$ cat config.mk
export PLATFORM = sky130hd
export DESIGN_NAME = acs_seq
export DESIGN_NICKNAME = d
export VERILOG_FILES = /design/src/hdl/acs_pkg.sv /design/src/hdl/acs_clock_divider_select.sv /design/src/hdl/acs_seq.sv
export SDC_FILE = /design/constraint.sdc
export NUM_CORES = 1
export LEC_CHECK = 0
export BUFFER_PORTS_ARGS = -buffer_cell sky130_fd_sc_hd__buf_2
export CAP_MARGIN = 30
export CORE_MARGIN = 5
export CORE_UTILIZATION = 65
export DETAILED_ROUTE_END_ITERATION = 6
export PLACE_DENSITY = 0.87
export SLEW_MARGIN = 10
export SYNTH_ARGS = -nofsm -noshare
export SYNTH_HDL_FRONTEND = slang
export SYNTH_SLANG_ARGS = --single-unit
$ cat constraint.sdc
create_clock -name mclk -period 8.2 [get_ports mclk]
set_input_delay 1.64 -clock mclk [delete_from_list [all_inputs] [get_ports mclk]]
set_output_delay 1.64 -clock mclk [all_outputs]
set_load 0.1 [all_outputs]
$ cat src/hdl/acs_pkg.sv
// Shared constants for the conversion sequencer: register map, fields, resets, timing
package acs_pkg;
  // Register byte offsets
  localparam logic [7:0] ACS_OFF_CTRL    = 8'h00;  // Enable, continuous, resolution
  localparam logic [7:0] ACS_OFF_ACCUM   = 8'h04;  // Accumulation count, delay, random
  localparam logic [7:0] ACS_OFF_CLKREF  = 8'h08;  // Reference and divider select
  localparam logic [7:0] ACS_OFF_MUX     = 8'h0c;  // Input channel select
  localparam logic [7:0] ACS_OFF_EVCTRL  = 8'h10;  // Trigger event input enable
  localparam logic [7:0] ACS_OFF_INTEN   = 8'h14;  // Interrupt enables
  localparam logic [7:0] ACS_OFF_COMMAND = 8'h18;  // Start conversion bit
  localparam logic [7:0] ACS_OFF_INTERRUPT_FLAG_REGISTER = 8'h1c;  // Interrupt flag register
  localparam logic [7:0] ACS_OFF_RESULT  = 8'h20;  // Conversion result
  localparam logic [7:0] ACS_OFF_WINLO   = 8'h24;  // Window low threshold
  localparam logic [7:0] ACS_OFF_WINHI   = 8'h28;  // Window high threshold
  localparam logic [7:0] ACS_OFF_WINMODE = 8'h2c;  // Window compare mode
  localparam logic [7:0] ACS_OFF_STATUS  = 8'h30;  // Applied channel, reference, busy
  // Field positions
  localparam int ACS_BIT_ENABLE  = 0;
  localparam int ACS_BIT_CONTINUOUS_MODE_BIT = 1;
  localparam int ACS_BIT_RESOLUTION_SELECT  = 2;
  localparam int ACS_POS_DLY     = 4;
  localparam int ACS_BIT_RANDOM  = 8;
  localparam int ACS_POS_CLOCK_DIVIDER_SELECT   = 4;
  localparam int ACS_BIT_RESULT_READY_FLAG  = 0;
  localparam int ACS_BIT_WCMP    = 1;
  localparam int ACS_POS_APPREF  = 8;
  localparam int ACS_BIT_BUSY    = 16;
  // Reset values
  localparam logic [1:0] ACS_REFERENCE_SELECT_RST = 2'h0;   // Internal reference generator
  localparam logic [2:0] ACS_CLOCK_DIVIDER_SELECT_RST  = 3'h0;
  localparam logic [4:0] ACS_MUX_RST    = 5'h00;
  localparam logic [7:0] ACS_LFSR_RST   = 8'h01;  // Any non-zero seed
  // Timing and sizes
  localparam logic [3:0] ACS_CONV_CLKS  = 4'd13;  // Converter clocks per conversion
  localparam logic [3:0] ACS_SH_CLK     = 4'd1;   // Sample-and-hold after start
  localparam logic [2:0] ACS_ACC_MAXLOG = 3'd6;   // At most 64 samples
  // Window compare modes
  localparam logic [2:0] ACS_WIN_OFF = 3'd0;
  localparam logic [2:0] ACS_WIN_BELOW = 3'd1;
  localparam logic [2:0] ACS_WIN_ABOVE = 3'd2;
  localparam logic [2:0] ACS_WIN_INSIDE = 3'd3;
  localparam logic [2:0] ACS_WIN_OUTSIDE = 3'd4;
  // Sequencer states
  typedef enum logic [1:0] {ACS_IDLE, ACS_ARM, ACS_CONV, ACS_DELAY} acs_state_t;
endpackage

$ cat src/hdl/acs_clock_divider_select.sv
// Converter clock divider producing one tick per converter clock period
`timescale 1ns/1ps
module acs_clock_divider_select
  import acs_pkg::*;
(
  input  wire logic       mclk,
  input  wire logic       resetn,
  input  wire logic       ce,
  input  wire logic       run,
  input  wire logic [2:0] div_sel,
  output logic            tick
);
  logic [7:0] cnt_q, cnt_d;  // Divider counter
  logic       tick_d;        // Next tick
  logic [7:0] lim;           // Terminal count, divide by 2 to 256

  // Count while enabled, held at zero otherwise
  always_comb begin
    lim    = 8'((9'd2 << div_sel) - 9'd1);
    cnt_d  = 8'h00;
    tick_d = 1'b0;
    if (run) begin
      cnt_d  = (cnt_q == lim) ? 8'h00 : 8'(cnt_q + 8'h01);
      tick_d = (cnt_q == lim);
    end
  end

  // Register only
  always_ff @(posedge mclk or negedge resetn) begin
    if (!resetn) begin
      cnt_q <= 8'h00;
      tick  <= 1'b0;
    end else if (ce) begin
      cnt_q <= cnt_d;
      tick  <= tick_d;
    end
  end
endmodule

$ cat src/hdl/acs_seq.sv
// Conversion sequencer: APB registers, start logic, accumulation, window compare
// How it works
// - Result is 10 bits, right aligned
// - Selections apply and run only when enabled
// - Start bit reads one while converting
// - Single mode clears start bit when done
// - Channel change waits for current conversion
// - Ready flag set when whole operation ends
// - Interrupt needs flag, enable and global enable
// - Ready flag set even with interrupt off
// - Enabled event input starts a conversion
// - Event edge sets start bit, done clears
// - Continuous mode restarts and flags each completion
// - Accumulate up to 64 samples per result
// - Sample delay with optional random variation
// - Window compare below, above, inside, outside
// - Channel select covers pins and internals
// - Reference: internal, supply or external pin
// - Reference resets to internal generator
// - One conversion takes 13 converter clocks
// - Result read or write-one clears flag
// - Divider held at zero while disabled
// - Start waits for next converter clock edge
//
// Local design decisions: the address map and register access over APB.
`timescale 1ns/1ps
module acs_seq
  import acs_pkg::*;
(
  input  wire logic        mclk,
  input  wire logic        resetn,
  input  wire logic        ce,               // Freezes all state when low
  input  wire logic [7:0]  paddr,
  input  wire logic        psel,
  input  wire logic        penable,
  input  wire logic        pwrite,
  input  wire logic [31:0] pwdata,
  output logic      [31:0] prdata,
  output logic             pready,
  output logic             pslverr,
  input  wire logic        trig_evt,         // Event router trigger, asynchronous
  input  wire logic        gie,              // Global interrupt enable
  input  wire logic [9:0]  conv_data,        // Converter output, same clock
  output logic      [4:0]  applied_channel,  // Channel driven to the input mux
  output logic      [1:0]  applied_ref,      // Reference driven to the converter
  output logic             converter_on,     // Analog power enable
  output logic             sample_hold,      // One-cycle sample-and-hold pulse
  output logic             irq
);
  // Configuration registers
  logic        enable_q, continuous_mode_bit_q, resolution_select_q, random_q, trigger_event_input_enable_q;
  logic [2:0]  accum_q, clock_divider_select_q, winmode_q;
  logic [3:0]  sampdly_q;
  logic [1:0]  reference_select_q, inten_q;
  logic [4:0]  input_channel_select_q;
  logic [15:0] winlo_q, winhi_q;
  logic        enable_d, continuous_mode_bit_d, resolution_select_d, random_d, trigger_event_input_enable_d;
  logic [2:0]  accum_d, clock_divider_select_d, winmode_d;
  logic [3:0]  sampdly_d;
  logic [1:0]  reference_select_d, inten_d;
  logic [4:0]  input_channel_select_d;
  logic [15:0] winlo_d, winhi_d;
  // Sequencer and status
  acs_state_t  state_q, state_d;
  logic        start_conversion_bit_q, start_conversion_bit_d, done_q, done_d, sh_d, irq_d;
  logic        stop_q, stop_d;                  // Stop asked for a continuous run
  logic [1:0]  flag_q, flag_d, app_ref_d;
  logic [15:0] res_q, res_d, acc_q, acc_d, sum;
  logic [3:0]  tcnt_q, tcnt_d;
  logic [6:0]  samp_q, samp_d;
  logic [4:0]  dly_q, dly_d, app_ch_d, dly_new;
  logic [7:0]  lfsr_q, lfsr_d;
  logic [9:0]  sample;                          // Sample after resolution select
  // Bus and event
  logic [31:0] prdata_d;
  logic        pready_d, pslverr_d, wr, rd, start_req, tick;
  logic        evt_s1, evt_s2, evt_s3;          // Event synchroniser and edge history

  assign wr = psel && penable && pready && pwrite;   // Write completes here
  assign rd = psel && penable && pready && !pwrite;  // Read completes here

  // Write strobe for one register
  function automatic logic wr_at(input logic w, input logic [7:0] a, input logic [7:0] off);
    return w && (a == off);
  endfunction

  // Samples per burst, clamped at 64
  function automatic logic [6:0] burst_len(input logic [2:0] n);
    return (n > ACS_ACC_MAXLOG) ? 7'd64 : 7'(7'd1 << n);
  endfunction

  // Window test on a finished result
  function automatic logic win_hit(input logic [2:0] m, input logic [15:0] v,
                                   input logic [15:0] lo, input logic [15:0] hi);
    unique case (m)
      ACS_WIN_BELOW:   return v < lo;
      ACS_WIN_ABOVE:   return v > hi;
      ACS_WIN_INSIDE:  return (v >= lo) && (v <= hi);
      ACS_WIN_OUTSIDE: return (v < lo) || (v > hi);
      default:         return 1'b0;  // Off and unused codes never hit
    endcase
  endfunction

  // Converter clock divider, runs only while enabled
  acs_clock_divider_select u_clock_divider_select (
    .mclk    (mclk),
    .resetn  (resetn),
    .ce      (ce),
    .run     (enable_q),
    .div_sel (clock_divider_select_q),
    .tick    (tick)
  );

  // Configuration writes
  always_comb begin
    enable_d  = enable_q;
    continuous_mode_bit_d = continuous_mode_bit_q;
    resolution_select_d  = resolution_select_q;
    accum_d   = accum_q;
    sampdly_d = sampdly_q;
    random_d  = random_q;
    reference_select_d  = reference_select_q;
    clock_divider_select_d   = clock_divider_select_q;
    input_channel_select_d  = input_channel_select_q;
    trigger_event_input_enable_d = trigger_event_input_enable_q;
    inten_d   = inten_q;
    winlo_d   = winlo_q;
    winhi_d   = winhi_q;
    winmode_d = winmode_q;
    if (wr_at(wr, paddr, ACS_OFF_CTRL)) begin
      enable_d  = pwdata[ACS_BIT_ENABLE];
      continuous_mode_bit_d = pwdata[ACS_BIT_CONTINUOUS_MODE_BIT];
      resolution_select_d  = pwdata[ACS_BIT_RESOLUTION_SELECT];
    end
    if (wr_at(wr, paddr, ACS_OFF_ACCUM)) begin
      accum_d   = pwdata[2:0];
      sampdly_d = pwdata[ACS_POS_DLY +: 4];
      random_d  = pwdata[ACS_BIT_RANDOM];
    end
    if (wr_at(wr, paddr, ACS_OFF_CLKREF)) begin
      reference_select_d = pwdata[1:0];
      clock_divider_select_d  = pwdata[ACS_POS_CLOCK_DIVIDER_SELECT +: 3];
    end
    if (wr_at(wr, paddr, ACS_OFF_MUX)) input_channel_select_d = pwdata[4:0];
    if (wr_at(wr, paddr, ACS_OFF_EVCTRL)) trigger_event_input_enable_d = pwdata[0];
    if (wr_at(wr, paddr, ACS_OFF_INTEN)) inten_d = pwdata[1:0];
    if (wr_at(wr, paddr, ACS_OFF_WINLO)) winlo_d = pwdata[15:0];
    if (wr_at(wr, paddr, ACS_OFF_WINHI)) winhi_d = pwdata[15:0];
    if (wr_at(wr, paddr, ACS_OFF_WINMODE)) winmode_d = pwdata[2:0];
  end

  // Configuration registers
  always_ff @(posedge mclk or negedge resetn) begin
    if (!resetn) begin
      enable_q  <= 1'b0;
      continuous_mode_bit_q <= 1'b0;
      resolution_select_q  <= 1'b0;
      accum_q   <= 3'h0;
      sampdly_q <= 4'h0;
      random_q  <= 1'b0;
      reference_select_q  <= ACS_REFERENCE_SELECT_RST;
      clock_divider_select_q   <= ACS_CLOCK_DIVIDER_SELECT_RST;
      input_channel_select_q  <= ACS_MUX_RST;
      trigger_event_input_enable_q <= 1'b0;
      inten_q   <= 2'h0;
      winlo_q   <= 16'h0000;
      winhi_q   <= 16'h0000;
      winmode_q <= ACS_WIN_OFF;
    end else if (ce) begin
      enable_q  <= enable_d;
      continuous_mode_bit_q <= continuous_mode_bit_d;
      resolution_select_q  <= resolution_select_d;
      accum_q   <= accum_d;
      sampdly_q <= sampdly_d;
      random_q  <= random_d;
      reference_select_q  <= reference_select_d;
      clock_divider_select_q   <= clock_divider_select_d;
      input_channel_select_q  <= input_channel_select_d;
      trigger_event_input_enable_q <= trigger_event_input_enable_d;
      inten_q   <= inten_d;
      winlo_q   <= winlo_d;
      winhi_q   <= winhi_d;
      winmode_q <= winmode_d;
    end
  end

  // Sequencer next state; flag clears are applied before flag sets so a set wins
  always_comb begin
    state_d   = state_q;
    start_conversion_bit_d  = start_conversion_bit_q;
    stop_d    = stop_q;
    done_d    = 1'b0;
    sh_d      = 1'b0;
    flag_d    = flag_q;
    res_d     = res_q;
    acc_d     = acc_q;
    tcnt_d    = tcnt_q;
    samp_d    = samp_q;
    dly_d     = dly_q;
    app_ch_d  = applied_channel;
    app_ref_d = applied_ref;
    lfsr_d    = {lfsr_q[6:0], lfsr_q[7] ^ lfsr_q[5] ^ lfsr_q[4] ^ lfsr_q[3]};
    // 8-bit mode keeps the top bits, still right aligned
    sample    = resolution_select_q ? {2'b00, conv_data[9:2]} : conv_data;
    sum       = 16'(acc_q + {6'h00, sample});
    dly_new   = 5'({1'b0, sampdly_q} + (random_q ? {1'b0, lfsr_q[3:0]} : 5'h00));
    start_req = enable_q && (
                (wr_at(wr, paddr, ACS_OFF_COMMAND) && pwdata[0])
                || (trigger_event_input_enable_q && evt_s2 && !evt_s3));
    if (wr_at(wr, paddr, ACS_OFF_INTERRUPT_FLAG_REGISTER)) flag_d = flag_q & ~pwdata[1:0];
    if (rd && paddr == ACS_OFF_RESULT) flag_d[ACS_BIT_RESULT_READY_FLAG] = 1'b0;
    // Writing zero ends a continuous run after the current result; busy stays high till then
    if (wr_at(wr, paddr, ACS_OFF_COMMAND) && !pwdata[0] && state_q != ACS_IDLE)
      stop_d = 1'b1;
    unique case (state_q)
      ACS_IDLE: begin
        if (enable_q) begin
          app_ch_d  = input_channel_select_q;
          app_ref_d = reference_select_q;
        end
        if (start_req) begin  // Only an idle sequencer takes a start
          start_conversion_bit_d = 1'b1;
          stop_d   = 1'b0;
          state_d  = ACS_ARM;
        end
      end
      ACS_ARM: begin
        // Wait for the converter clock edge; later starts are dropped
        if (tick) begin
          state_d = ACS_CONV;
          tcnt_d  = 4'h0;
          acc_d   = 16'h0000;
          samp_d  = 7'd0;
        end
      end
      ACS_CONV: begin
        if (tick) begin
          sh_d   = (tcnt_q == ACS_SH_CLK);
          tcnt_d = 4'(tcnt_q + 4'h1);
          if (tcnt_q == ACS_CONV_CLKS - 4'h1) begin
            acc_d  = sum;
            samp_d = 7'(samp_q + 7'd1);
            tcnt_d = 4'h0;
            if (7'(samp_q + 7'd1) == burst_len(accum_q)) begin
              res_d = sum;
              done_d = 1'b1;
              flag_d[ACS_BIT_RESULT_READY_FLAG] = 1'b1;
              if (win_hit(winmode_q, sum, winlo_q, winhi_q))
                flag_d[ACS_BIT_WCMP] = 1'b1;
              app_ch_d  = input_channel_select_q;
              app_ref_d = reference_select_q;
              acc_d     = 16'h0000;
              samp_d    = 7'd0;
              if (continuous_mode_bit_q && !stop_d) begin
                state_d = ACS_CONV;
              end else begin
                start_conversion_bit_d = 1'b0;
                stop_d   = 1'b0;
                state_d  = ACS_IDLE;
              end
            end else if (dly_new != 5'h00) begin
              dly_d   = dly_new;
              state_d = ACS_DELAY;
            end
          end
        end
      end
      ACS_DELAY: begin
        if (tick) begin
          dly_d = 5'(dly_q - 5'h01);
          if (dly_q == 5'h01) state_d = ACS_CONV;
        end
      end
    endcase
    // Disabling drops any conversion at once
    if (!enable_q) begin
      state_d  = ACS_IDLE;
      start_conversion_bit_d = 1'b0;
      stop_d   = 1'b0;
    end
    irq_d = gie && |(flag_q & inten_q);
  end

  // Sequencer registers and event synchroniser
  always_ff @(posedge mclk or negedge resetn) begin
    if (!resetn) begin
      state_q         <= ACS_IDLE;
      start_conversion_bit_q        <= 1'b0;
      stop_q          <= 1'b0;
      done_q          <= 1'b0;
      flag_q          <= 2'h0;
      res_q           <= 16'h0000;
      acc_q           <= 16'h0000;
      tcnt_q          <= 4'h0;
      samp_q          <= 7'd0;
      dly_q           <= 5'h00;
      lfsr_q          <= ACS_LFSR_RST;
      applied_channel <= ACS_MUX_RST;
      applied_ref     <= ACS_REFERENCE_SELECT_RST;
      converter_on    <= 1'b0;
      sample_hold     <= 1'b0;
      irq             <= 1'b0;
      evt_s1          <= 1'b0;
      evt_s2          <= 1'b0;
      evt_s3          <= 1'b0;
    end else if (ce) begin
      state_q         <= state_d;
      start_conversion_bit_q        <= start_conversion_bit_d;
      stop_q          <= stop_d;
      done_q          <= done_d;
      flag_q          <= flag_d;
      res_q           <= res_d;
      acc_q           <= acc_d;
      tcnt_q          <= tcnt_d;
      samp_q          <= samp_d;
      dly_q           <= dly_d;
      lfsr_q          <= lfsr_d;
      applied_channel <= app_ch_d;
      applied_ref     <= app_ref_d;
      converter_on    <= enable_d;
      sample_hold     <= sh_d;
      irq             <= irq_d;
      evt_s1          <= trig_evt;
      evt_s2          <= evt_s1;
      evt_s3          <= evt_s2;
    end
  end

  // APB answer: no wait states, read data latched in the setup cycle
  always_comb begin
    pready_d  = psel && !penable;
    pslverr_d = 1'b0;
    prdata_d  = 32'h0000_0000;
    unique case (paddr)
      ACS_OFF_CTRL:    prdata_d = {29'h0, resolution_select_q, continuous_mode_bit_q, enable_q};
      ACS_OFF_ACCUM:   prdata_d = {23'h0, random_q, sampdly_q, 1'b0, accum_q};
      ACS_OFF_CLKREF:  prdata_d = {25'h0, clock_divider_select_q, 2'h0, reference_select_q};
      ACS_OFF_MUX:     prdata_d = {27'h0, input_channel_select_q};
      ACS_OFF_EVCTRL:  prdata_d = {31'h0, trigger_event_input_enable_q};
      ACS_OFF_INTEN:   prdata_d = {30'h0, inten_q};
      ACS_OFF_COMMAND: prdata_d = {31'h0, start_conversion_bit_q};
      ACS_OFF_INTERRUPT_FLAG_REGISTER: prdata_d = {30'h0, flag_q};
      ACS_OFF_RESULT:  prdata_d = {16'h0, res_q};
      ACS_OFF_WINLO:   prdata_d = {16'h0, winlo_q};
      ACS_OFF_WINHI:   prdata_d = {16'h0, winhi_q};
      ACS_OFF_WINMODE: prdata_d = {29'h0, winmode_q};
      ACS_OFF_STATUS:  prdata_d = {15'h0, start_conversion_bit_q, 6'h0, applied_ref, 3'h0, applied_channel};
      default:         pslverr_d = psel && !penable;  // Unmapped address
    endcase
  end

  // APB registers
  always_ff @(posedge mclk or negedge resetn) begin
    if (!resetn) begin
      prdata  <= 32'h0000_0000;
      pready  <= 1'b0;
      pslverr <= 1'b0;
    end else if (ce) begin
      if (psel && !penable) prdata <= prdata_d;
      pready  <= pready_d;
      pslverr <= pslverr_d;
    end
  end

  a_result_aligned: assert property (@(posedge mclk) disable iff (!resetn)
    (done_q && accum_q == 3'h0) |-> res_q[15:10] == 6'h00)
    else $error("Single result not right aligned");
  a_idle_disabled: assert property (@(posedge mclk) disable iff (!resetn)
    (ce && !enable_q) |=> (state_q == ACS_IDLE && !start_conversion_bit_q))
    else $error("Sequencer active while disabled");
  a_busy_reads_one: assert property (@(posedge mclk) disable iff (!resetn)
    (state_q != ACS_IDLE) |-> start_conversion_bit_q)
    else $error("Start bit low during conversion");
  a_single_clears: assert property (@(posedge mclk) disable iff (!resetn)
    (done_q && !continuous_mode_bit_q) |-> (!start_conversion_bit_q && state_q == ACS_IDLE))
    else $error("Single conversion left start bit set");
  a_channel_locked: assert property (@(posedge mclk) disable iff (!resetn)
    (state_q != ACS_IDLE && $past(state_q) != ACS_IDLE && !done_q) |-> $stable(applied_channel))
    else $error("Channel changed mid conversion");
  a_flag_on_done: assert property (@(posedge mclk) disable iff (!resetn)
    done_q |-> flag_q[ACS_BIT_RESULT_READY_FLAG])
    else $error("Ready flag not set on completion");
  a_irq_gating: assert property (@(posedge mclk) disable iff (!resetn)
    $past(ce) |-> irq == $past(gie && |(flag_q & inten_q)))
    else $error("Interrupt not gated by flag and enables");
  a_event_starts: assert property (@(posedge mclk) disable iff (!resetn)
    (ce && enable_q && trigger_event_input_enable_q && state_q == ACS_IDLE && evt_s2 && !evt_s3)
    |=> (start_conversion_bit_q && state_q == ACS_ARM))
    else $error("Event edge did not start a conversion");
  a_continuous_mode_bit_restart: assert property (@(posedge mclk) disable iff (!resetn)
    (done_q && start_conversion_bit_q) |-> state_q == ACS_CONV)
    else $error("Continuous mode did not restart");
  a_busy_ignores: assert property (@(posedge mclk) disable iff (!resetn)
    (ce && state_q == ACS_CONV && enable_q && !tick) |=> state_q == ACS_CONV)
    else $error("Busy conversion disturbed");
endmodule

* Word-level counts from Yosys, hierarchy flattened
Index checks and enable logic that the tools add are counted.
Word-level totals: logic and storage cells 236, bits in registers 176, output and inout bits 44, bits of input ports 58
Cells by class: bitwise operators 6, magnitude comparators 5, muxes and demuxes 79, eq/ne operators 42, shifts and indexed selects 2, reductions and logical operators 59, add/sub/neg operators 7
Operator list (number):
- $pmux W17 S13 | 1
- $mux W16 | 4
- $mux W5 | 9
- $eq A8 B6 Y1 const B | 5
- $mux W2 | 19
- $mux W7 | 5
- $eq A8 B5 Y1 const B | 4
- $pmux W16 S2 | 1
- $logic_and A1 B1 Y1 | 26
- $mux W1 | 24
- $pmux W5 S2 | 2
- $reduce_and A2 Y1 | 10
- $add A16 B10 Y16 | 1
- $eq A8 B4 Y1 const B | 2
- $ge A16 B16 Y1 | 1
- $gt A16 B16 Y1 | 1
- $le A16 B16 Y1 | 1
- $lt A16 B16 Y1 | 1
- $mux W4 | 4
- $mux W8 | 2
- $ne A3 B3 Y1 const B | 5
- $pmux W7 S2 | 1
- $reduce_and A7 Y1 | 2
- $reduce_or A13 Y1 | 1
- 45 further kinds | 68

* Longest topological paths before layout
Gate-level depths: netlist of the first run.
depth in word-level cells 15, depth in mapped cells 17, gate-level depth less buffers 17

* By module
Synthesis of the first run repeated with hierarchy kept, for this count alone.
Second synthesis, totals: cells, all modules 942, area, all modules 9571.7 um^2
By module, submodules not included:
- acs_seq | times used 1, cells each 849, area each 8773.4 um^2, seq. area each 3804.9 um^2
- acs_clock_divider_select | times used 1, cells each 93, area each 798.3 um^2, seq. area each 225.2 um^2

* Worst setup path before layout of the first run
Ideal clock, no wire load.
path type input-to-reg, from input port conv_data[4], to register flag_q[1], cell stages on the path 16, slack 2.782 ns, data required time 8.078 ns, arrival time 5.297 ns, setup time 0.122 ns, buffers on the path 0, cell sequence mux2_2 ha_1 o21ai_0 o21ai_0 a21oi_1 o31ai_1 and4_1 xor2_1 ha_1 a21oi_1 o21ai_0 a2111oi_0 and3_1 o221ai_1 a41o_1 a32o_1
On the way: cells in the longest elaborated chain, start to end 14, elaborated cells on any way between the ends 18, those cells by class add/sub: 1; order compare: 4; mux: 11; reduce/logical: 2
RTL lines:
- start: declaration | RTL line acs_seq.sv:43 | input wire logic [9:0] conv_data,
- $mux W10 (*) | RTL line acs_seq.sv:204 | sample = resolution_select_q ? {2'b00, conv_data[9:2]} : conv_data;
- $add A16 B10 Y16 (*) | RTL line acs_seq.sv:205 | sum = 16'(acc_q + {6'h00, sample});
- via sum[15] | RTL line acs_seq.sv:68 | logic [15:0] res_q, res_d, acc_q, acc_d, sum;
- $lt A16 B16 Y1, or another cell as far along | RTL line acs_seq.sv:96, acs_seq.sv:99
- $logic_or A1 B1 Y1 or $logic_and A1 B1 Y1 (tied branches) | RTL line acs_seq.sv:99, acs_seq.sv:98
- $pmux W1 S4 (*) | RTL line acs_seq.sv:95 | unique case (m)
- $mux W1 (*) | RTL line acs_seq.sv:244 | if (7'(samp_q + 7'd1) == burst_len(accum_q)) begin
- $mux W1 (*) | RTL line acs_seq.sv:240 | if (tcnt_q == ACS_CONV_CLKS - 4'h1) begin
- $mux W1 (*) | RTL line acs_seq.sv:237 | if (tick) begin
- $mux W1 (*) | RTL line acs_seq.sv:215 | unique case (state_q)
- $mux W1 (*) | RTL line acs_seq.sv:248 | if (win_hit(winmode_q, sum, winlo_q, winhi_q))
- $mux W2 (*) | RTL line acs_seq.sv:244
- $mux W2 (*) | RTL line acs_seq.sv:240
- $mux W2 (*) | RTL line acs_seq.sv:237
- $mux W2 (*) | RTL line acs_seq.sv:215
- end signal: assignment | RTL line acs_seq.sv:311 | flag_q <= flag_d;
- end: declaration | RTL line acs_seq.sv:67 | logic [1:0] flag_q, flag_d, app_ref_d;
The timed path passes the listed nets; every way through them passes the cells marked *. The select of a mux whose other input is x is not followed. A chain may end at the register's enable or synchronous reset.

* Worst setup path after layout of the first run
Ends and elaborated chain as after synthesis.

==> metrics.yaml, run 1 <==
status: "finished clean"
num_antenna_cells: 0
reg2regPathDepth: 16
initial_core_util_pct: 66.9
synth_area_leaders: "dfrtp_1, mux2_2, ha_1"
worstPathArrival_ns: 6.18
period_share_pct: 71.3
nets: 1140
io_pins: 102
clk_latency_ns: 0.44
post_drt_wl_per_cell_microns: 20.4
syn-cell-area_sq_um: 9790
synth_edf_count: 0
ir_worst_vdd_uv: 180
critPathKind: "in -> reg"
hold_start: "prdata[14]"
required_ns: 8.53
drv_cap: 0
rows: 44
drt_iter0_drc: 763
rrSetupSlack_ns: 2.88
grt_max_degree: 105
remaining_drc_errors: 0
cts_tree: "yes"
dr.pass1.iters: 7
antenna_found_initial: 1
grt_usage_pct: 28.9
synth_area_leader_cell: "dfrtp_1"
portBuffers: 70
cts_made_buffers: 17
yosys_register_bits: 161
place_inst: 1190
synth_area_per_cell_sq_um: 10.0
root_buffer: "clkbuf_16"
core_sq_um: 14600
ys_types: 83
die_w_microns: 133
rsz0062_at_grt: "no"
max_freq_ghz: 0.171
rr_startpoint: "resolution_select_q"
syn_inst: 977
postSynth.asyncResetShare_pct: 100
synth_warnings: 0
seq_area_frac_synth_pct: 41.2
place_congestion: 0.926
finalSetupViolCount: 0
hold_depth: 2
hpwl_mm: 17.4
synth_ff_type: "dfrtp_1"
wl_mm: 25.0
slew_headroom_pct: 37.7
hold_buffers: 0
r2r-end: "flag_q[1]"
tns_ns: 0
cp-start-kind: "primary input"
endpoint_kind: "register"
path_max_fanout: 5
die-height_microns: 133
postRouteAntennaNets: 0
cts.clk_slew.worst_paths_ns: 0.07
stdcell_count: 1224
hold_ws_ns: 0.477
grt_pass1_wl_mm: 40.8
clockBufferDepth: 2
min_to: "prdata[14]"
post-route-util_pct: 73.5
cts_sinks: 161
grt_pass1_vias: 7682
final.min_clock_period_ns: 5.85
final_max_slew_viol_count: 0
cts_resized: 0
area_delta_synth_final_pct: 9.84
viasPerCell: 6.57
p_leak_uw: 0.00506
drive_gt1_share_pct: 21.6
dieArea_sq_um: 17600
cts_setup_buffers: 0
crit_start: "conv_data[4]"
finClkSkew_ns: 0.0114
vias: 8041
grt_overflow_total: 0
final_hold_viol_count: 0
hold_class: "reg -> reg"
power_density_nw_per_um2: 165
yosysTopAreaCellShare_pct: 40.9
cts_max_level: 4
worstMarginPinSlew_ns: 0.931
-- state kept, by name, summed over array words and instances, names as in the netlist, 7 cells and up --
name                          count
acc_q                            16
winhi_q                          16
u_clock_divider_select.cnt_q      8
samp_q                            7
prdata                           17
res_q                            16
lfsr_q                            8
winlo_q                          16
-- Yosys cell counts (all sizes together), types with 16 or more instances --
library cell,number
a22oi,16
a21oi,52
clkbuf,33
buf,27
xnor2,17
nand2,74
ha,53
a31oi,16
nand3,31
dfrtp,160
nor2,45
inv,58
mux2,101
o21ai,61
-- worst max path at each step --
stage	endpoint	slack, ns	depth (start not counted)
after floorplan	flag_q[1]	2.78	16
after global placement	flag_q[1]	2.05	17
after detailed placement	flag_q[1]	1.95	17
after CTS	flag_q[1]	2.38	17
after global routing	flag_q[1]	2.00	17
final	flag_q[1]	2.35	17
-- cell type report --
class,instances,area (sq um)
inverter,58,218
sequential,161,4030
timing repair buffer,77,433
clock inverter,15,140
multi-input combinational,712,5280
fill,995,3890
tap,184,230
clock buffer,17,425
-- per-stage QoR --
stage | worst slack [ns] | instance area (sq um) | power [uW]
CTS | 2.38 | 10700 | 1780
floorplan | 2.78 | 9850 | 973
global placement | 2.05 | 10200 | 1010
detailed placement | 1.95 | 10200 | 1020
finish | 2.35 | 10800 | 1780
global route | 2.00 | 10800 | 1840
-- layout by cell type (no fill, tap or decap), types with 17 or more instances in the layout --
master and instances:
dfrtp_1 160, mux2_2 96, nand2_1 73, buf_2 69, inv_1 58, o21ai_0 57, ha_1 53, a21oi_1 50
nor2_1 44, nand3_1 31, xnor2_1 17, clkbuf_16 17
-- report_power, final --
group	switching [uW]	internal, uW	total [uW]
registers	21.0	822	843
logic	109	59.4	168
clock network	365	401	766
-- worst max-delay path: stages --
cell and delay (ns):
buf_2 0.10, mux2_2 0.28, ha_1 0.35, o21ai_0 0.12, o21ai_0 0.31, a21oi_1 0.14
o31ai_1 0.59, and4_1 0.34, xor2_1 0.29, ha_1 0.32, a21oi_1 0.14, o21ai_0 0.13
a2111oi_0 0.60, and3_1 0.26, o221ai_1 0.10, a41o_1 0.21, a32o_1 0.24
-- layer usage --
layer	vias to the layer above	part of all wire [%]	GRT usage, %
met1	3960	42	40.7
met5	-	0.052	0
li1	3663	-	-
met3	53	8.2	5.62
met4	2	2.4	10.1
met2	363	47	45.1
-- cells by family (layout without fill, tap and decap cells) --
group	Yosys count	in the layout	share of synthesized area, %
AND/OR/NAND/NOR	261	261	14.2
AO/OA/AOI/OAI	248	248	17.1
flip-flops	161	161	41.2
buffers and inverters	118	167	5.47
multiplexers	109	109	12.7
adder cells (fa/ha/maj)	55	55	7.18
XOR/XNOR	24	24	2.15
other	1	15	0.0383
Power figures use the tool's default switching activity.
==> run 2: changes to the inputs <==
--- a/config.mk
+++ b/config.mk
@@ -8,9 +8,9 @@
 export BUFFER_PORTS_ARGS = -buffer_cell sky130_fd_sc_hd__buf_2
 export CAP_MARGIN = 30
 export CORE_MARGIN = 5
-export CORE_UTILIZATION = 65
+export CORE_UTILIZATION = 60
 export DETAILED_ROUTE_END_ITERATION = 6
-export PLACE_DENSITY = 0.87
+export PLACE_DENSITY = 0.81
 export SLEW_MARGIN = 10
 export SYNTH_ARGS = -nofsm -noshare
 export SYNTH_HDL_FRONTEND = slang
==> constraint.sdc (replaced) <==
create_clock -name mclk -period 5.89 [get_ports mclk]
set_input_delay 1.178 -clock mclk [delete_from_list [all_inputs] [get_ports mclk]]
set_output_delay 1.178 -clock mclk [all_outputs]
set_load 0.1 [all_outputs]
==> metrics.yaml, run 2 (synthesized netlist as in run 1, its figures left out) <==
drive_gt1_share_pct: 21.6  # about the same
power_density_nw_per_um2: 233  # +41%
required_ns: 6.20  # -2.33 ns
grt_usage_pct: 26.6  # -2.3 points
antenna_found_initial: 0  # -1
finalInstanceArea_sq_um: 10800  # +0.42%
largest-register: "prdata"
reg2regPathDepth: 17  # +1
finClkSkew_ns: 0.00918  # -0.00220 ns
hold_class: "reg -> reg"
cts_tree: "yes"
final.min_clock_period_ns: 5.18
nets: 1141  # +0.088%
final_cell_mix: "dfrtp_1, mux2_2, nand2_1, buf_2, inv_1"
tns_ns: 0  # unchanged
die_w_microns: 138  # +3.8%
hpwl_mm: 17.4  # -0.23%
placed_area_sq_um: 10200  # +0.54%
vias: 7907  # -1.7%
cts_made_buffers: 17  # unchanged
clockBufferDepth: 2  # unchanged
critPathKind: "in -> reg"
initial_core_util_pct: 61.4  # -5.4 points
finalSetupViolCount: 0  # unchanged
grt_max_degree: 63  # -40%
cts_setup_buffers: 0  # unchanged
rsz0062_at_grt: "no"
worstPathArrival_ns: 5.49  # -0.69 ns
remaining_drc_errors: 0  # unchanged
cts_sinks: 161  # unchanged
viasPerCell: 6.29  # -4.2%
cp-start-kind: "primary input"
ir_worst_vdd_uv: 203  # +13%
cts_resized: 0  # unchanged
dr.pass1.iters: 5  # -2
period_share_pct: 87.9
place_congestion: 0.929  # +0.31%
grt_pass1_wl_mm: 39.4  # -3.3%
slew_headroom_pct: 40.3  # +2.6 points
post_drt_wl_per_cell_microns: 19.3  # -5.6%
wl_mm: 24.2  # -3.0%
p_leak_uw: 0.00508  # +0.33%
hold_buffers: 0  # unchanged
max_freq_ghz: 0.193
worstMarginPinSlew_ns: 0.895  # -0.0365 ns
postRouteAntennaNets: 0  # unchanged
grt_pass1_vias: 7650  # -0.42%
core_sq_um: 15900  # +8.9%
root_buffer: "clkbuf_16"
io_pins: 102  # unchanged
drv_cap: 0  # unchanged
cts_max_level: 4  # unchanged
final_common_cell: "dfrtp_1"
hold_depth: 2  # unchanged
final_hold_viol_count: 0  # unchanged
rows: 46  # +4.5%
dieArea_sq_um: 19000  # +7.7%
clk_latency_ns: 0.43  # about the same
endpoint_kind: "register"
num_antenna_cells: 0  # unchanged
grt_overflow_total: 0  # unchanged
portBuffers: 70  # unchanged
drt_iter0_drc: 771  # +1.0%
area_delta_synth_final_pct: 10.3
die-height_microns: 138  # +3.8%
cts.clk_slew.worst_paths_ns: 0.06  # about the same
largest_reg_flops: 17  # unchanged
path_max_fanout: 5  # unchanged
status: "finished clean"
final_max_slew_viol_count: 0  # unchanged
==> run 2: cell count changes in the layout (fill, tap and decap cells not counted) <==
cell	change
bufinv_16	+2
buf_4	+3
clkinv_2	+3
clkinvlp_4	-2
buf_16	-1
clkinv_4	+2
clkinv_8	-1
buf_6	-1
clkbuf_1	+1
inv_6	-5
==> run 2: power by group <==
group | internal (uW) | switching [uW] | total, uW
Clock | 633 | 484 | 1120
Sequential | 1140 | 27.7 | 1170
Combinational | 80.9 | 147 | 228
==> run 2: worst paths after layout <==
kind	from	endpoint	slack, ns
max reg2reg	resolution_select_q	flag_q[1]	0.80
max in group asynchronous	resetn	acc_q[3]	4.07
min	acc_q[7]	acc_q[7]	0.47
max	conv_data[4]	flag_q[1]	0.71
min in group asynchronous	resetn	lfsr_q[6]	0.66
min reg2reg	acc_q[7]	acc_q[7]	0.47
==> run 2: through the flow <==
stage	std cells	power, uW	worst slack (ns)	hold WS, ns	utilization (%)
after global placement	1224	1410	0.413	0.460	64.0
after CTS	1256	2520	0.765	0.481	67.7
after floorplan	991	1350	0.934	0.445	-
after global routing	1257	2590	0.388	0.488	67.8
after detailed placement	1224	1420	0.354	0.460	64.0
final	1257	2520	0.715	0.473	67.8
==> run 2: cell type report <==
| cell class | count | area, sq um |
|---|---|---|
| clock buffer | 18 | 429 |
| multi-input combinational | 712 | 5280 |
| timing repair buffer | 78 | 417 |
| tap | 216 | 270 |
| clock inverter | 14 | 158 |
| sequential | 161 | 4030 |
| fill | 1231 | 5140 |
| inverter | 58 | 218 |
==> run 2: metal layers <==
metal | global-route usage [%] | routed length, microns | up-vias
met5 | 0 | 0 | -
met4 | 9.17 | 595 | 0
met3 | 4.27 | 1700 | 48
met2 | 40.3 | 10800 | 291
met1 | 38.9 | 11100 | 3895
li1 | - | - | 3673
==> run 2: critical path, stage by stage <==
cell	delay, ns
buf_2	0.10
mux2_2	0.26
ha_1	0.34
o21ai_0	0.11
o21ai_0	0.31
a21oi_1	0.18
o31ai_1	0.27
buf_4	0.17
and4_1	0.25
xor2_1	0.30
ha_1	0.32
a21oi_1	0.16
o21ai_0	0.15
a2111oi_0	0.53
a311o_1	0.25
o221ai_1	0.12
a41o_1	0.23
a32o_1	0.26
==> run 3: changes to the inputs <==
--- a/config.mk
+++ b/config.mk
@@ -8,9 +8,8 @@
 export BUFFER_PORTS_ARGS = -buffer_cell sky130_fd_sc_hd__buf_2
 export CAP_MARGIN = 30
 export CORE_MARGIN = 5
-export CORE_UTILIZATION = 60
+export CORE_UTILIZATION = 34
 export DETAILED_ROUTE_END_ITERATION = 6
-export PLACE_DENSITY = 0.81
 export SLEW_MARGIN = 10
 export SYNTH_ARGS = -nofsm -noshare
 export SYNTH_HDL_FRONTEND = slang
==> metrics.yaml, run 3 (synthesized netlist as in run 1, its figures left out) <==
min_to: "prdata[5]"
hold_buffers: 0  # unchanged
grt_pass1_vias: 7528  # -1.6%
cpMostUsedCell: "o21ai_0"
path_max_fanout: 4  # -1
final_hold_viol_count: 0  # unchanged
rrSetupSlack_ns: 1.00  # +0.20 ns
die_w_microns: 180  # +30%
dr.pass1.iters: 7  # +2
worstPathArrival_ns: 5.44  # -0.05 ns
grt_overflow_total: 0  # unchanged
cts_max_level: 4  # unchanged
max_freq_ghz: 0.195  # +0.96%
clockBufferDepth: 2  # unchanged
finClkSkew_ns: 0.0131  # +0.00387 ns
root_buffer: "clkbuf_16"
place_congestion: 0.896  # -3.5%
path_cells: "buf_2 > mux2_2 > ha_1 > o21ai_0 > o21ai_0 > a21oi_1 > o31ai_1 > and4_1 > xor2_1 > ha_1 > a21oi_1 > o21ai_0 > a2111oi_0 > a311o_1 > o221ai_1 > a41o_1 > a32o_1"
cts.clk_slew.worst_paths_ns: 0.07  # about the same
remaining_drc_errors: 0  # unchanged
slowest_stage: "a2111oi_0"
worstMarginPinSlew_ns: 0.967  # +0.0718 ns
antenna_found_initial: 1  # +1
p_clk_share_pct: 42.8  # -1.6 points
viasPerCell: 5.41  # -14%
drt_iter0_drc: 500  # -35%
post_drt_wl_per_cell_microns: 17.8  # -7.4%
seq_power_share_pct: 47.6  # +1.0 points
hold_class: "reg -> reg"
hold_start: "prdata[5]"
r2r-end: "flag_q[1]"
final_cell_mix: "dfrtp_1, mux2_2, nand2_1, buf_2, inv_1"
critPathKind: "in -> reg"
vias: 7733  # -2.2%
pre_cts_ws_ns: 0.392  # +0.0381 ns
rsz0062_at_grt: "no"
dieArea_sq_um: 32300  # +70%
cts_made_buffers: 17  # unchanged
p_switching_uw: 677  # +2.8%
die-height_microns: 180  # +30%
grt_max_degree: 76  # +21%
largest-register: "prdata"
final_max_slew_viol_count: 0  # unchanged
power_density_nw_per_um2: 223  # -4.4%
tns_ns: 0  # unchanged
postRouteAntennaNets: 0  # unchanged
grt_pass1_wl_mm: 40.9  # +3.6%
cts_tree: "yes"
initial_core_util_pct: 34.3  # -27 points
area_delta_synth_final_pct: 12.8
finalSetupViolCount: 0  # unchanged
largest_reg_flops: 17  # unchanged
cts_sinks: 161  # unchanged
nets: 1145  # +0.35%
internal_power_uw: 1780  # -4.1%
cp-start-kind: "primary input"
cts_resized: 0  # unchanged
core_sq_um: 28500  # +79%
rows: 62  # +35%
final_common_cell: "dfrtp_1"
drv_cap: 0  # unchanged
period_share_pct: 87.0  # -0.84 points
hold_depth: 1  # -1
swShare_pct: 27.5  # +1.4 points
drive_gt1_share_pct: 21.9  # +0.30 points
combPwrFrac_pct: 9.6  # +0.5 points
io_pins: 102  # unchanged
clk_latency_ns: 0.43  # about the same
cts_setup_buffers: 0  # unchanged
portBuffers: 70  # unchanged
slew_headroom_pct: 35.5  # -4.8 points
postLayoutSetupSlackWorst_ns: 0.764  # +0.0493 ns
reg2regPathDepth: 16  # -1
rr_startpoint: "resolution_select_q"
grt_usage_pct: 15.4  # -11 points
required_ns: 6.20  # about the same
final.min_clock_period_ns: 5.13  # -0.0493 ns
p_leak_uw: 0.00508  # +0.10%
status: "finished clean"
wl_mm: 25.5  # +5.3%
endpoint_kind: "register"
ir_worst_vdd_uv: 191  # -5.8%
critical-path-max-stage-delay_ns: 0.55  # +0.02 ns
hpwl_mm: 19.0  # +9.1%
run 3: cell types whose count changed in the layout (fill, tap and decap cells not counted):
cell and change:
clkinvlp_4 +3, buf_16 +2, inv_8 +1, bufinv_16 -2, clkinv_4 -3, diode_2 +1
clkinv_2 -2, buf_4 +2, inv_6 +3
run 3: area by class of cell:
type / count / area (sq um)
inverter: 58 / 218
clock buffer: 18 / 429
clock inverter: 14 / 121
sequential: 161 / 4030
timing repair buffer: 82 / 487
tap: 384 / 480
fill: 2916 / 17500
multi-input combinational: 712 / 5280
antenna: 1 / 2.50
run 3: worst max-delay path by stage:
stage | from | endpoint | slack, ns | cells after the start
2_1_floorplan | conv_data[4] | flag_q[1] | 0.93 | 16
3_3_place_gp | conv_data[4] | flag_q[1] | 0.45 | 17
3_5_place_dp | conv_data[3] | flag_q[1] | 0.39 | 17
4_1_cts | conv_data[4] | flag_q[1] | 0.82 | 17
5_1_grt | conv_data[2] | flag_q[1] | 0.40 | 17
6_report | conv_data[3] | flag_q[1] | 0.76 | 17
run 3: critical path: cells and delay by family:
| family | cells | cell delay [ns] |
|---|---|---|
| AOI/OAI and AO/OA | 11 | 2.65 |
| xor gates and xnor gates | 1 | 0.30 |
| adders and majority gates | 2 | 0.67 |
| buffers and inverters | 1 | 0.11 |
| muxes | 1 | 0.27 |
| and+or+nand+nor | 1 | 0.29 |
run 3: routing by layer:
layer | vias to the layer above | global-route usage [%] | wire, microns
li1 | 3690 | - | -
met1 | 3800 | 21.8 | 12200
met2 | 209 | 24.2 | 11700
met3 | 34 | 2.69 | 1150
met4 | 0 | 4.72 | 462
met5 | - | 0 | 0
run 3: power groups by stage:
stage               Sequential, uW  Combinational [uW]  Clock, uW
finish                        1170                 236       1050
global route                  1170                 258       1120
CTS                           1170                 235       1080
detailed placement            1190                 234          0
global placement              1190                 229          0
floorplan                     1190                 162          0
run 3: metrics by stage:
step           hold WS, ns  util [%]  instance area [sq um]  power (uW)  std cells
4_1_cts              0.482      38.6                  11000        2490       1428
3_3_place_gp         0.458      36.6                  10400        1420       1395
6_report             0.477      38.7                  11000        2460       1430
5_1_grt              0.496      38.7                  11000        2560       1429
2_1_floorplan        0.445         -                   9850        1350        991
3_5_place_dp         0.465      36.7                  10500        1430       1396
